## src/rtl/mior_pkg.sv

```systemverilog
// Package for the multi-I/O read framing: opcodes, mode and dummy cycle
// counts, and the discovery-table offsets and packing of those counts.
// Assumes a single system clock shared by both ends.
package mior_pkg;

  localparam logic [7:0] MIOR_OP_QUAD_IO = 8'hEB;
  localparam logic [7:0] MIOR_OP_QUAD_OUT = 8'h6B;
  localparam logic [7:0] MIOR_OP_DUAL_OUT = 8'h3B;
  localparam logic [7:0] MIOR_OP_DUAL_IO = 8'hBB;

  localparam logic [2:0] MIOR_QIO_MODE = 3'h2;
  localparam logic [4:0] MIOR_QIO_DUMMY = 5'h04;
  localparam logic [2:0] MIOR_QOUT_MODE = 3'h0;
  localparam logic [4:0] MIOR_QOUT_DUMMY = 5'h08;
  localparam logic [2:0] MIOR_DOUT_MODE = 3'h0;
  localparam logic [4:0] MIOR_DOUT_DUMMY = 5'h08;
  localparam logic [2:0] MIOR_DIO_MODE_ENH = 3'h4;
  localparam logic [4:0] MIOR_DIO_DUMMY_ENH = 5'h00;
  localparam logic [2:0] MIOR_DIO_MODE_STD = 3'h0;
  localparam logic [4:0] MIOR_DIO_DUMMY_STD = 5'h04;

  // Timing byte layout: mode count in 7:5, dummy count in 4:0
  localparam int MIOR_TB_MODE_LSB = 5;
  localparam int MIOR_TB_DUMMY_LSB = 0;

  // Relative byte offsets of the discovery parameter (timing, opcode pairs)
  localparam logic [7:0] MIOR_OFS_QIO_TIM = 8'h08;
  localparam logic [7:0] MIOR_OFS_QIO_OP = 8'h09;
  localparam logic [7:0] MIOR_OFS_QOUT_TIM = 8'h0A;
  localparam logic [7:0] MIOR_OFS_QOUT_OP = 8'h0B;
  localparam logic [7:0] MIOR_OFS_DOUT_TIM = 8'h0C;
  localparam logic [7:0] MIOR_OFS_DOUT_OP = 8'h0D;
  localparam logic [7:0] MIOR_OFS_DIO_TIM = 8'h0E;
  localparam logic [7:0] MIOR_OFS_DIO_OP = 8'h0F;
  localparam logic [7:0] MIOR_UNMAPPED = 8'hFF;

  // Address bits sent in a read
  localparam int MIOR_ADDR_BITS = 24;

  typedef enum logic [1:0] {MIOR_CMD_QIO, MIOR_CMD_QOUT, MIOR_CMD_DOUT, MIOR_CMD_DIO} mior_cmd_t;

  function automatic logic [7:0] mior_pack(input logic [2:0] mode, input logic [4:0] dummy);
    mior_pack = {mode, dummy};
  endfunction

endpackage

```

## src/rtl/mior_if.sv

```systemverilog
// Interface joining the SPI host end and the flash device end.
// Assumes the testbench resolves io lines from the output enables.
`timescale 1ns/100ps
interface mior_if;
  logic sck;
  logic cs_n;
  logic [3:0] h_io_out;
  logic [3:0] h_io_oe_n;
  logic [3:0] d_io_out;
  logic [3:0] d_io_oe_n;
  logic [3:0] io_in;

  modport host (output sck, output cs_n, output h_io_out, output h_io_oe_n, input io_in);
  modport dev (input sck, input cs_n, output d_io_out, output d_io_oe_n, input io_in);
endinterface

```

## src/rtl/mior_dev.sv

```systemverilog
// Flash device end of the multi-I/O read: decodes the opcode, takes the
// address, counts mode and dummy cycles and drives read data.
// Assumes the SPI clock comes from the host and is sampled on i_sys_clk.
// Function
// RL1: Quad I/O read uses opcode EBh.
// RL2: Quad I/O: two mode, four dummy.
// RL3: Quad Out uses opcode 6Bh.
// RL4: Quad Out: no mode, eight dummy.
// RL5: Dual Out uses opcode 3Bh.
// RL6: Dual Out: no mode, eight dummy.
// RL7: Dual I/O uses opcode BBh.
// RL8: Dual I/O timing follows latency table.
// RL9: Dual I/O timing byte 04h or 80h.
// RL10: Timing byte packs mode high, dummy low.
// RL11: Quad I/O timing byte 44h at 08h.
// RL12: Host releases lines during dummy cycles.
`timescale 1ns/100ps
module mior_dev
  import mior_pkg::*;
(
  input wire logic i_sys_clk,
  input wire logic i_sys_rst,
  mior_if.dev bus,
  input wire logic i_enh_lat,
  input wire logic [7:0] i_rd_data,
  input wire logic [7:0] i_disc_ofs,
  output logic [7:0] o_disc_byte,
  output logic o_busy,
  output logic [23:0] o_addr,
  output logic o_addr_valid
);

  typedef enum logic [2:0] {S_IDLE, S_OPC, S_ADDR, S_MODE, S_DUMMY, S_DATA} mior_dst_t;

  mior_dst_t st_q;
  logic [2:0] sck_s_q;
  logic [2:0] cs_s_q;
  logic [3:0] io1_q;
  logic [3:0] io2_q;
  logic sck_rise;
  logic sck_fall;
  logic cs_hi;
  logic [7:0] sh_q;
  logic [5:0] cnt_q;
  logic [1:0] width_q;
  logic [1:0] awidth_q;
  logic [2:0] mode_n_q;
  logic [4:0] dummy_n_q;
  logic [7:0] dsh_q;
  logic [1:0] dcnt_q;
  logic [3:0] dout_q;
  logic [3:0] doe_n_q;

  mior_timing_rom u_rom (
    .i_ofs(i_disc_ofs),
    .i_enh_lat(i_enh_lat),
    .o_byte(o_disc_byte)
  );

  // Three-stage SCK and CS_N synchronisers, two-stage io; edges use stages two and three
  always_ff @(posedge i_sys_clk)
  begin
    if (i_sys_rst)
    begin
      sck_s_q <= 3'h0;
      cs_s_q <= 3'h7;
      io1_q <= 4'h0;
      io2_q <= 4'h0;
    end
    else
    begin
      sck_s_q <= {sck_s_q[1:0], bus.sck};
      cs_s_q <= {cs_s_q[1:0], bus.cs_n};
      io1_q <= bus.io_in;
      io2_q <= io1_q;
    end
  end

  assign sck_rise = sck_s_q[1] & ~sck_s_q[2];
  assign sck_fall = ~sck_s_q[1] & sck_s_q[2];
  assign cs_hi = cs_s_q[1] & cs_s_q[2];
  assign o_busy = (st_q != S_IDLE);

  function automatic logic [7:0] shift_in(input logic [7:0] v, input logic [1:0] w,
                                          input logic [3:0] d);
    logic [7:0] r;
    r = v;
    if (w == 2'h2)
      r = {v[3:0], d};
    else if (w == 2'h1)
      r = {v[5:0], d[1:0]};
    else
      r = {v[6:0], d[0]};
    shift_in = r;
  endfunction

  function automatic logic [5:0] bits_per(input logic [1:0] w, input logic [5:0] n);
    bits_per = (w == 2'h2) ? {2'h0, n[5:2]} : (w == 2'h1) ? {1'h0, n[5:1]} : n;
  endfunction

  always_ff @(posedge i_sys_clk)
  begin
    if (i_sys_rst || cs_hi)
    begin
      st_q <= S_IDLE;
      cnt_q <= 6'h0;
      sh_q <= 8'h0;
      width_q <= 2'h0;
      awidth_q <= 2'h0;
      mode_n_q <= 3'h0;
      dummy_n_q <= 5'h0;
      o_addr <= 24'h0;
      o_addr_valid <= 1'b0;
    end
    else
    begin
      o_addr_valid <= 1'b0;
      case (st_q)
        S_IDLE:
        begin
          st_q <= S_OPC;
          cnt_q <= 6'h0;
        end
        S_OPC:
          if (sck_rise)
          begin
            sh_q <= {sh_q[6:0], io2_q[0]};
            cnt_q <= cnt_q + 6'h1;
            if (cnt_q == 6'h7)
            begin
              cnt_q <= 6'h0;
              st_q <= S_ADDR;
              case ({sh_q[6:0], io2_q[0]})
                MIOR_OP_QUAD_IO:
                begin
                  awidth_q <= 2'h2; // see RL1
                  width_q <= 2'h2;
                  mode_n_q <= MIOR_QIO_MODE; // see RL2
                  dummy_n_q <= MIOR_QIO_DUMMY;
                end
                MIOR_OP_QUAD_OUT:
                begin
                  awidth_q <= 2'h0; // see RL3
                  width_q <= 2'h2;
                  mode_n_q <= MIOR_QOUT_MODE; // see RL4
                  dummy_n_q <= MIOR_QOUT_DUMMY;
                end
                MIOR_OP_DUAL_OUT:
                begin
                  awidth_q <= 2'h0; // see RL5
                  width_q <= 2'h1;
                  mode_n_q <= MIOR_DOUT_MODE; // see RL6
                  dummy_n_q <= MIOR_DOUT_DUMMY;
                end
                MIOR_OP_DUAL_IO:
                begin
                  awidth_q <= 2'h1; // see RL7
                  width_q <= 2'h1;
                  mode_n_q <= i_enh_lat ? MIOR_DIO_MODE_ENH : MIOR_DIO_MODE_STD; // see RL8
                  dummy_n_q <= i_enh_lat ? MIOR_DIO_DUMMY_ENH : MIOR_DIO_DUMMY_STD;
                end
                default:
                  st_q <= S_IDLE;
              endcase
            end
          end
        S_ADDR:
          if (sck_rise)
          begin
            o_addr <= (awidth_q == 2'h2) ? {o_addr[19:0], io2_q} :
                      (awidth_q == 2'h1) ? {o_addr[21:0], io2_q[1:0]} :
                      {o_addr[22:0], io2_q[0]};
            cnt_q <= cnt_q + 6'h1;
            if (cnt_q == bits_per(awidth_q, 6'(MIOR_ADDR_BITS)) - 6'h1)
            begin
              cnt_q <= 6'h0;
              o_addr_valid <= 1'b1;
              st_q <= (mode_n_q != 3'h0) ? S_MODE :
                      (dummy_n_q != 5'h0) ? S_DUMMY : S_DATA;
            end
          end
        S_MODE:
          if (sck_rise)
          begin
            cnt_q <= cnt_q + 6'h1;
            // Data starts one SCK early: the pin synchroniser delays every edge
            if (dummy_n_q == 5'h0 && cnt_q == {3'h0, mode_n_q} - 6'h2)
            begin
              cnt_q <= 6'h0;
              st_q <= S_DATA;
            end
            else if (cnt_q == {3'h0, mode_n_q} - 6'h1)
            begin
              cnt_q <= 6'h0;
              st_q <= S_DUMMY;
            end
          end
        S_DUMMY:
          if (sck_rise)
          begin
            cnt_q <= cnt_q + 6'h1;
            if (cnt_q == {1'h0, dummy_n_q} - 6'h2)
            begin
              cnt_q <= 6'h0;
              st_q <= S_DATA;
            end
          end
        S_DATA:
          st_q <= S_DATA;
        default:
          st_q <= S_IDLE;
      endcase
    end
  end

  // Read data shifts out on falling SCK, width set by the command
  always_ff @(posedge i_sys_clk)
  begin
    if (i_sys_rst || cs_hi || st_q != S_DATA)
    begin
      dsh_q <= i_rd_data;
      dcnt_q <= 2'h0;
      dout_q <= 4'h0;
      doe_n_q <= 4'hF;
    end
    else if (sck_fall)
    begin
      dcnt_q <= dcnt_q + 2'h1;
      if (width_q == 2'h2)
      begin
        dout_q <= dsh_q[7:4];
        dsh_q <= {dsh_q[3:0], 4'h0};
        doe_n_q <= 4'h0;
      end
      else
      begin
        dout_q <= {2'h0, dsh_q[7:6]};
        dsh_q <= {dsh_q[5:0], 2'h0};
        doe_n_q <= 4'hC;
      end
      // Last unit of the byte: fetch the next byte
      if ((width_q == 2'h2 && dcnt_q[0]) || dcnt_q == 2'h3)
      begin
        dcnt_q <= 2'h0;
        dsh_q <= i_rd_data;
      end
    end
  end

  assign bus.d_io_out = dout_q;
  assign bus.d_io_oe_n = doe_n_q;

endmodule

```

## src/rtl/mior_timing_rom.sv

```systemverilog
// Discovery timing table lookup: returns one byte for a relative offset.
// Assumes the offset is stable while it is read.
`timescale 1ns/100ps
module mior_timing_rom
  import mior_pkg::*;
(
  input wire logic [7:0] i_ofs,
  input wire logic i_enh_lat,
  output logic [7:0] o_byte
);

  always_comb
  begin
    if (i_ofs == MIOR_OFS_QIO_TIM)
      o_byte = mior_pack(MIOR_QIO_MODE, MIOR_QIO_DUMMY); // see RL10 RL11
    else if (i_ofs == MIOR_OFS_QIO_OP)
      o_byte = MIOR_OP_QUAD_IO;
    else if (i_ofs == MIOR_OFS_QOUT_TIM)
      o_byte = mior_pack(MIOR_QOUT_MODE, MIOR_QOUT_DUMMY); // see RL10
    else if (i_ofs == MIOR_OFS_QOUT_OP)
      o_byte = MIOR_OP_QUAD_OUT;
    else if (i_ofs == MIOR_OFS_DOUT_TIM)
      o_byte = mior_pack(MIOR_DOUT_MODE, MIOR_DOUT_DUMMY);
    else if (i_ofs == MIOR_OFS_DOUT_OP)
      o_byte = MIOR_OP_DUAL_OUT;
    else if (i_ofs == MIOR_OFS_DIO_TIM)
      o_byte = i_enh_lat ? mior_pack(MIOR_DIO_MODE_ENH, MIOR_DIO_DUMMY_ENH)
                         : mior_pack(MIOR_DIO_MODE_STD, MIOR_DIO_DUMMY_STD); // see RL9
    else if (i_ofs == MIOR_OFS_DIO_OP)
      o_byte = MIOR_OP_DUAL_IO;
    else
      o_byte = MIOR_UNMAPPED;
  end

endmodule

```

## src/flat_wrapper.sv

```systemverilog
// flat-port wrapper written by rule: the top's interface ports become plain ports
module mior_dev_flat import mior_pkg::*;
  (i_sys_clk, i_sys_rst, i_enh_lat, i_rd_data, i_disc_ofs, o_disc_byte, o_busy, o_addr, o_addr_valid, bus_sck, bus_cs_n, bus_d_io_out, bus_d_io_oe_n, bus_io_in);
  mior_if bus_i ();
  input wire logic i_sys_clk;
  input wire logic i_sys_rst;
  input wire logic i_enh_lat;
  input wire logic [7:0] i_rd_data;
  input wire logic [7:0] i_disc_ofs;
  output logic [7:0] o_disc_byte;
  output logic o_busy;
  output logic [23:0] o_addr;
  output logic o_addr_valid;
  input wire logic [$bits(bus_i.sck)-1:0] bus_sck;
  input wire logic [$bits(bus_i.cs_n)-1:0] bus_cs_n;
  output wire logic [$bits(bus_i.d_io_out)-1:0] bus_d_io_out;
  output wire logic [$bits(bus_i.d_io_oe_n)-1:0] bus_d_io_oe_n;
  input wire logic [$bits(bus_i.io_in)-1:0] bus_io_in;
  assign bus_i.sck = bus_sck;
  assign bus_i.cs_n = bus_cs_n;
  assign bus_d_io_out = bus_i.d_io_out;
  assign bus_d_io_oe_n = bus_i.d_io_oe_n;
  assign bus_i.io_in = bus_io_in;
  mior_dev u_core (.i_sys_clk(i_sys_clk), .i_sys_rst(i_sys_rst), .bus(bus_i), .i_enh_lat(i_enh_lat), .i_rd_data(i_rd_data), .i_disc_ofs(i_disc_ofs), .o_disc_byte(o_disc_byte), .o_busy(o_busy), .o_addr(o_addr), .o_addr_valid(o_addr_valid));
endmodule
```

## config.mk

```make
export PLATFORM = sky130hd
export DESIGN_NAME = mior_dev_flat
export DESIGN_NICKNAME = d
export VERILOG_FILES = /design/src/rtl/mior_pkg.sv /design/src/rtl/mior_if.sv /design/src/rtl/mior_dev.sv /design/src/rtl/mior_timing_rom.sv /design/src/flat_wrapper.sv
export SDC_FILE = /design/constraint.sdc
export NUM_CORES = 1
export LEC_CHECK = 0
export ABC_AREA = 1
export BUFFER_PORTS_ARGS = -buffer_cell sky130_fd_sc_hd__buf_2
export CAP_MARGIN = 30
export CORE_AREA = 3 3 84 102
export DETAILED_ROUTE_END_ITERATION = 8
export DIE_AREA = 0 0 87 105
export PLACE_DENSITY = 0.85
export SYNTH_ARGS = -nofsm -noshare
export SYNTH_HDL_FRONTEND = slang
export SYNTH_HIERARCHICAL = 1
export SYNTH_SLANG_ARGS = --single-unit
```

## constraint.sdc

```tcl
create_clock -name i_sys_clk -period 2 [get_ports i_sys_clk]
set_input_delay 0.1 -clock i_sys_clk [delete_from_list [all_inputs] [get_ports i_sys_clk]]
set_output_delay 0.1 -clock i_sys_clk [all_outputs]
set_load 0.01 [all_outputs]
```

### Yosys cells after proc, flatten, opt, wreduce, memory -nomap -nowiden

Cells that the tools add are included.

| operators by class | value |
|---|---|
| add/sub/neg operators | 6 |
| eq/ne operators | 35 |
| mux-type cells | 50 |
| bitwise operators | 7 |
| reduce and logical (&&, ||, !) cells | 25 |

Operator list:

| operator | count |
|---|---|
| 2-to-1 mux 8 bit | 12 |
| equality test 8 x 4 -> 1 bit (second input constant) | 8 |
| 2-to-1 mux 6 bit | 10 |
| 2-to-1 mux 24 bit | 2 |
| 2-to-1 mux 3 bit | 12 |
| one-hot mux 6 bit (5 select lines) | 1 |
| equality test 6 bit | 4 |
| one-hot mux 3 bit (6 select lines) | 1 |
| equality test 8 bit (second input constant) | 2 |
| one-hot mux 5 bit (3 select lines) | 1 |
| inequality test 2 x 1 -> 1 bit (second input constant) | 7 |
| nonzero test 5 bit | 2 |
| one-hot mux 3 bit (3 select lines) | 1 |
| nonzero test 3 bit | 3 |
| equality test 8 x 6 -> 1 bit (second input constant) | 1 |
| equality test 8 x 7 -> 1 bit (second input constant) | 1 |
| 2-to-1 mux 4 bit | 2 |
| AND reduction 4 bit | 2 |
| AND reduction 8 bit | 1 |
| 2-to-1 mux 7 bit | 1 |
| adder 6 x 1 -> 6 bit (second input constant) | 1 |
| equality test 2 bit (second input constant) | 3 |
| equality test 3 x 2 -> 1 bit (second input constant) | 2 |
| equality test 3 bit (second input constant) | 2 |
| 27 further kinds | 41 |

| word-level totals | value |
|---|---|
| register bits after elaboration | 85 |
| input bits | 25 |
| logic and storage cells | 140 |

### Longest topological paths before layout

Gate-level depths: netlist (run 1).

| logic depth | value |
|---|---|
| word-level depth | 9 |
| gate-level depth with buffers | 14 |

### Hierarchy

Netlist (run 1), hierarchy kept.

Modules (own cells, without submodules):

| module | times used | cells an instance | area an instance (µm²) | seq. area each (µm²) |
|---|---|---|---|---|
| mior_dev | 1 | 531 | 4107.7 | 1641.6 |
| mior_timing_rom | 1 | 37 | 185.2 | 0.0 |

### Worst setup path after synthesis (run 1)

Ideal clock, no wire load.

| path | value |
|---|---|
| kind | register to register |
| from | register u_core.mode_n_q[1] |
| to | register u_core.st_q[2] |
| library setup time | 0.113 ns |
| arrival time | 1.562 ns |
| required time | 1.887 ns |
| path slack | 0.325 ns |
| stages on the path, launching flop included | 14 |
| buffers on the path | 1 |
| period minus slack after synthesis | 1.675 ns |
| cells stage by stage | dfxtp_1 > inv_1 > ha_1 > buf_2 > inv_1 > nand2_1 > a21oi_1 > nand2_1 > nand2_1 > nand2_1 > nor2_1 > nand4_1 > nand2_1 > nor2_1 |

| on the way | value |
|---|---|
| word-level cells in the longest chain between the ends | 6 |

RTL lines:

| item | line | source |
|---|---|---|
| from (decl) | mior_dev.sv:47 | `logic [2:0] mode_n_q;` |
| from (signal assigned) | mior_dev.sv:159 | `mode_n_q <= i_enh_lat ? MIOR_DIO_MODE_ENH : MIOR_DIO_MODE_STD;` |
| subtractor 3 x 2 -> 4 bit | mior_dev.sv:187 | `if (dummy_n_q == 5'h0 && cnt_q == {3'h0, mode_n_q} - 6'h2)` |
| equality test 6 bit | mior_dev.sv:187 |  |
| logical AND 1 bit | mior_dev.sv:187 |  |
| 2-to-1 mux 3 bit | mior_dev.sv:187 |  |
| 2-to-1 mux 3 bit | mior_dev.sv:183 | `if (sck_rise)` |
| one-hot mux 3 bit (6 select lines) | mior_dev.sv:118 | `case (st_q)` |
| to (signal assigned) | mior_dev.sv:178 | `st_q <= (mode_n_q != 3'h0) ? S_MODE :` |
| to (decl) | mior_dev.sv:35 | `mior_dst_t st_q;` |

Parallel ways exist; a longest one is shown, timed or not. The select of a mux whose other input is x is not followed.
A chain may end at the register's enable or synchronous reset.

### Worst setup path in the final report (run 1)

| path | value |
|---|---|
| from | register u_core.sck_s_q[1] |
| to | register u_core.o_addr[3] |

| on the way | value |
|---|---|
| word-level cells in the longest chain between the ends | 2 |

RTL lines:

| item | line | source |
|---|---|---|
| from (decl) | mior_dev.sv:36 | `logic [2:0] sck_s_q;` |
| from (signal assigned) | mior_dev.sv:72 | `sck_s_q <= {sck_s_q[1:0], bus.sck};` |
| AND 1 bit | mior_dev.sv:79 | `assign sck_rise = sck_s_q[1] & ~sck_s_q[2];` |
| AND reduction 2 bit (no line) | n/a |  |
| to (signal assigned) | mior_dev.sv:170 | `o_addr <= (awidth_q == 2'h2) ? {o_addr[19:0], io2_q} :` |
| to (decl) | mior_dev.sv:29 | `output logic [23:0] o_addr,` |

Every way passes these cells.

==> impl_metrics.env, run 1 <==
export IMPL_synthCells=568
export IMPL_path_clk_slew_ps=80
export IMPL_place_ws_ps=80.3
export IMPL_cp_cell_sequence="inv_1 -> nor2_1 -> inv_1 -> nor2_4 -> inv_4 -> a211oi_1 -> a211oi_2"
export IMPL_wl_um=9650
export IMPL_hp_class="input pin to flip-flop"
export IMPL_netlist_area_um2=4290
export IMPL_setup_viol=0
export IMPL_crit_path_end="u_core/o_addr[3]"
export IMPL_startpoint="u_core/sck_s_q[1]"
export IMPL_drc_errors=0
export IMPL_cap_viol_max_count=0
export IMPL_irDropWorstVdd_uv=491
export IMPL_holdWs_ps=34.7
export IMPL_yosys_warnings=6
export IMPL_first_iter_violations=298
export IMPL_worst_slack_ps=103
export IMPL_track_usage_pct=21.4
export IMPL_nets=661
export IMPL_cts_htree_levels=3
export IMPL_gp_congestion=0.884
export IMPL_finalNonFillerCells=725
export IMPL_critPathMaxFanout=44
export IMPL_crit_path_end_kind="flip-flop"
export IMPL_ys_types=41
export IMPL_period_needed_ps=1900
export IMPL_hpwl_um=6900
export IMPL_dieHeight_um=105
export IMPL_antenna_cells=0
export IMPL_grt_pass1_vias=3703
export IMPL_fin_crit_sh_pct=94.9
export IMPL_antenna_left=0
export IMPL_dp_cells=703
export IMPL_timing_rr_end="u_core/o_addr[3]"
export IMPL_status="complete, no violations"
export IMPL_startpoint_type="flip-flop"
export IMPL_ioPinCount=67
export IMPL_skew_ps=10.4
export IMPL_tightest_slew_ps=541
export IMPL_p_leak_nw=2.03
export IMPL_critical_path_max_stage_delay_ps=370
export IMPL_power_density_nw_per_um2=600
export IMPL_rows=35
export IMPL_cts_tree="yes"
export IMPL_final_hold_viol_count=0
export IMPL_die_w_um=87
export IMPL_vias=3913
export IMPL_clock_sinks=78
export IMPL_clkLatencyLatePin_ps=340
export IMPL_fmax_mhz=527
export IMPL_cpMaxStageDelayCell="a211oi_1"
export IMPL_drive_gt1_share_pct=23.5
export IMPL_cp_arrival_ps=2100
export IMPL_avgSynthCellArea_um2=7.56
export IMPL_cts_made_buffers=9
export IMPL_area_delta_synth_final_pct=13.7
export IMPL_final_common_cell="nor2_1"
export IMPL_grt_max_degree=47
export IMPL_max_slew_margin_pct=63.9
export IMPL_yosysSeqAreaShare_pct=38.2
export IMPL_synth_seq_cells=78
export IMPL_die_area_um2=9140
export IMPL_cts_buffer_depth=2
export IMPL_most_common_layout_cells="nor2_1 (85), inv_1 (83), nand2_1 (83), buf_2 (66), dfxtp_1 (66)"
export IMPL_port_buffers=66
export IMPL_rr_startpoint="u_core/sck_s_q[1]"
export IMPL_synth_net_count=601
export IMPL_firstDrtPassIters=6
export IMPL_start_util_pct=56.0
export IMPL_fp_coreArea_um2=7660
export IMPL_grt_pass1_wl_um=16100
export IMPL_cpMostUsedCell="inv_1"
export IMPL_rrSetupSlack_ps=100
export IMPL_routed_via_density=5.40
export IMPL_root_buffer="clkbuf_8"
export IMPL_grt_ovfl_total=0
export IMPL_reg2reg_depth=7
export IMPL_wire_per_inst_um=13.3
export IMPL_setup_worst_path_class="flip-flop to flip-flop"
export IMPL_antenna_found_initial=0
export IMPL_worstPathRequired_ps=2200
export IMPL_drv_slew=0
[kinds of logic after synthesis]
family | after synthesis | synth area share, %
DFF | 78 | 38.2
xor gates and xnor gates | 4 | 0.816
and+or+nand+nor | 227 | 23.7
adders and majority gates | 8 | 2.33
AOI/OAI and AO/OA | 129 | 22.5
buffers and inverters | 122 | 12.4
[critical path, delay by kind of cell, from the launching register on]
kind | cells | cell delay (ps)
compound gates | 2 | 430
simple gates | 2 | 490
buf+inv | 3 | 490
flops | 1 | 340
[routing by layer]
metal  part of all wire [%]  up-vias  track usage, %
met5                      0        -               0
met3                    5.3       14            4.02
met2                     52      131            37.6
met4                   0.97        0            6.01
li1                       -     1983               -
met1                     42     1785            26.1
[state kept, by name, indices dropped and copies added (netlist names)]
signal and flops:
u_core/o_addr 24, u_core/dsh_q 8, u_core/sh_q 7, u_core/cnt_q 6
u_core/bus.d_io_out 4, u_core/io1_q 4, u_core/io2_q 4, u_core/cs_s_q 3
u_core/sck_s_q 3, u_core/st_q 3, u_core/bus.d_io_oe_n 2, u_core/dcnt_q 2
u_core/dummy_n_q 2, u_core/mode_n_q 2, u_core/width_q 2, u_core/awidth_q 1
u_core/o_addr_valid 1
[through the flow]
stage               power [mW]  cell area (um^2)  util, %  setup TNS (ps)
floorplan                 1.75              4290        -               0
global placement          1.80              4620     60.3               0
detailed placement        1.81              4620     60.3               0
CTS                       2.95              4870     63.6               0
global route              3.05              4880     63.7          -0.494
finish                    2.93              4880     63.7               0
[power breakdown]
group | internal (mW) | leakage (nW) | switching (mW)
combinational | 0.0684 | 1.28 | 0.102
sequential | 1.60 | 0.653 | 0.0127
clock | 0.580 | 0.0935 | 0.566
[area by class of cell]
cell class              count  area, um^2
repair buffers             79         443
multi-input cells         368        2130
inverters                  92         360
fillers                   650        2780
flip-flops and latches     78        1650
clock buffers              11         131
clock inverters             5        60.1
well taps                  92         115
[how the worst min path moves through the flow]
| stage | slack, ps | end | depth (start not counted) | start |
|---|---|---|---|---|
| 2_1_floorplan | 170 | u_core/io2_q[3] | 1 | i_sys_rst |
| 3_3_place_gp | 290 | u_core/cs_s_q[0] | 2 | bus_cs_n |
| 3_5_place_dp | 290 | u_core/cs_s_q[0] | 2 | bus_cs_n |
| 4_1_cts | 30 | u_core/dsh_q[3] | 3 | i_rd_data[3] |
| 5_1_grt | 30 | u_core/dsh_q[2] | 3 | i_rd_data[2] |
| 6_report | 30 | u_core/dsh_q[3] | 3 | i_rd_data[3] |
[what timing repair did]
action	in CTS	in global routing
hold buffers	6	0
setup endpoints to repair	0	13
setup buffers	0	0
hold endpoints to repair	6	0
resized for setup	0	6
[Yosys cell counts]
cell type  instances  area (um^2)
or2_2              6         37.5
ha_1               8          100
o21ai_0           29          145
clkbuf_2           1         5.00
buf_2              6         30.0
dfxtp_1           70         1400
clkinv_1           1         3.75
buf_4              4         30.0
inv_2              6         22.5
buf_6              5         56.3
a211oi_1          41          308
a21oi_4            1         16.3
a31oi_1            5         31.3
a31oi_2            2         25.0
o211ai_1           1         7.51
clkbuf_1          12         45.0
nor4_1             1         6.26
nor3_1             4         20.0
or2_0              1         6.26
inv_4              1         6.26
nand4_1            5         31.3
nor2_1            85          319
a22oi_1            3         22.5
o21ai_1            2         10.0
inv_1             83          312
nand2_2            3         18.8
a21oi_1           21          105
nor2_4             6         67.6
buf_1              2         7.51
nand3_2            3         30.0
xor2_1             4         35.0
nand3_1           24          120
edfxtp_1           8          240
o21a_1             1         7.51
clkinv_8           1         16.3
nor2_2             2         12.5
or2_1              2         12.5
and2_1             1         6.26
nand2_1           83          312
a211oi_2          23          288
nor3_4             1         16.3
No activity file was read; power rests on OpenSTA's default activity.
==> run 2, diff against run 1 <==
Settings changed: CTS_BUF_LIST from default to sky130_fd_sc_hd__clkbuf_16.
==> impl_metrics.env, run 2 (synthesized netlist as in run 1, its figures left out) <==
export IMPL_dp_cells=703
export IMPL_cts_htree_levels=3
export IMPL_cts_tree="yes"
export IMPL_antenna_cells=0
export IMPL_track_usage_pct=22.7
export IMPL_die_w_um=87
export IMPL_cts_buffer_depth=2
export IMPL_wire_per_inst_um=14.1
export IMPL_reg2reg_depth=7
export IMPL_rrSetupSlack_ps=90
export IMPL_vias=3997
export IMPL_period_needed_ps=1910
export IMPL_worstHoldPathCells=3
export IMPL_fin_crit_sh_pct=95.3
export IMPL_clock_sinks=78
export IMPL_startpoint_type="flip-flop"
export IMPL_routed_via_density=5.51
export IMPL_status="complete, no violations"
export IMPL_path_clk_slew_ps=60
export IMPL_critPathMaxFanout=44
export IMPL_most_common_layout_cells="inv_1 (85), nor2_1 (85), nand2_1 (83), buf_2 (66), dfxtp_1 (66)"
export IMPL_area_delta_synth_final_pct=16.4
export IMPL_worstHoldEndpoint="u_core/dsh_q[3]"
export IMPL_grt_ovfl_total=0
export IMPL_drive_gt1_share_pct=23.5
export IMPL_skew_ps=6.75
export IMPL_fp_coreArea_um2=7660
export IMPL_firstDrtPassIters=8
export IMPL_grt_pass1_wl_um=16800
export IMPL_fmax_mhz=525
export IMPL_drc_errors=0
export IMPL_antenna_found_initial=0
export IMPL_gp_congestion=0.884
export IMPL_setup_viol=0
export IMPL_antenna_left=0
export IMPL_power_total_mw=3.38
export IMPL_power_density_nw_per_um2=677
export IMPL_place_ws_ps=80.3
export IMPL_irDropWorstVdd_uv=607
export IMPL_rr_startpoint="u_core/sck_s_q[1]"
export IMPL_nets=661
export IMPL_cp_arrival_ps=2100
export IMPL_port_buffers=66
export IMPL_drv_slew=0
export IMPL_dieHeight_um=105
export IMPL_final_hold_viol_count=0
export IMPL_die_area_um2=9140
export IMPL_crit_path_end_kind="flip-flop"
export IMPL_largestRegisters="u_core/o_addr x24, u_core/dsh_q x8, u_core/sh_q x7"
export IMPL_worst_slack_ps=94.2
export IMPL_tightest_slew_ps=539
export IMPL_wl_um=10200
export IMPL_first_iter_violations=305
export IMPL_start_util_pct=56.0
export IMPL_root_buffer="clkbuf_16"
export IMPL_worstPathRequired_ps=2200
export IMPL_hp_class="input pin to flip-flop"
export IMPL_clkLatencyLatePin_ps=330
export IMPL_top_register="u_core/o_addr"
export IMPL_p_leak_nw=2.09
export IMPL_hpwl_um=6900
export IMPL_setup_worst_path_class="flip-flop to flip-flop"
export IMPL_cts_made_buffers=9
export IMPL_max_slew_margin_pct=64.1
export IMPL_grt_max_degree=47
export IMPL_timing_rr_end="u_core/o_addr[3]"
export IMPL_holdWs_ps=40.0
export IMPL_utilization_pct=65.2
export IMPL_cap_viol_max_count=0
export IMPL_finalNonFillerCells=725
export IMPL_grt_pass1_vias=3781
export IMPL_worst_hold_startpoint="i_rd_data[3]"
export IMPL_rows=35
export IMPL_ioPinCount=67
export IMPL_largest_reg_flops=24
run 2: how the worst max path moves through the flow:
stage,startpoint,slack [ps],to
2_1_floorplan,u_core/mode_n_q[1],320,u_core/st_q[2]
6_report,u_core/sck_s_q[1],90,u_core/o_addr[3]
4_1_cts,u_core/st_q[1],60,u_core/o_addr[3]
3_5_place_dp,u_core/mode_n_q[1],80,u_core/cnt_q[3]
3_3_place_gp,u_core/st_q[1],170,u_core/o_addr[3]
5_1_grt,u_core/awidth_q[0],-5,u_core/st_q[1]
run 2: per-stage QoR:
| step | setup TNS, ps | instance area (um^2) |
|---|---|---|
| after global routing | -5.19 | 5000 |
| after detailed placement | 0 | 4620 |
| after global placement | 0 | 4620 |
| final | 0 | 5000 |
| after CTS | 0 | 4970 |
| after floorplan | 0 | 4290 |
run 2: power breakdown:
part	total, mW	switching (mW)	internal [mW]
logic	0.176	0.106	0.0698
registers	1.62	0.0131	1.60
clock network	1.59	0.632	0.959
run 2: cell type report:
class	instances	area, um^2
clock buffers	9	225
clock inverters	7	67.6
fillers	616	2670
inverters	92	360
multi-input cells	368	2140
flip-flops and latches	78	1650
well taps	92	115
repair buffers	79	443
run 2: metal layers:
metal  global-route usage [%]  share of wire, %
met2                     40.5                52
met5                        0                 0
met1                     26.7                41
met3                     3.08               4.9
met4                     8.91               1.9
run 2: repair_timing:
action | 4_1_cts | 5_1_grt
hold buffers | 6 | 0
setup buffers | 0 | 0
hold endpoints to repair | 6 | 0
gates resized for setup | 0 | 8
endpoints found under the setup margin | 0 | 17
run 2: critical path: stages (launching register included):
cell	delay, ps
dfxtp_1	340
inv_1	70
nor2_1	230
inv_1	180
nor2_4	260
inv_4	240
a211oi_1	360
a211oi_2	60
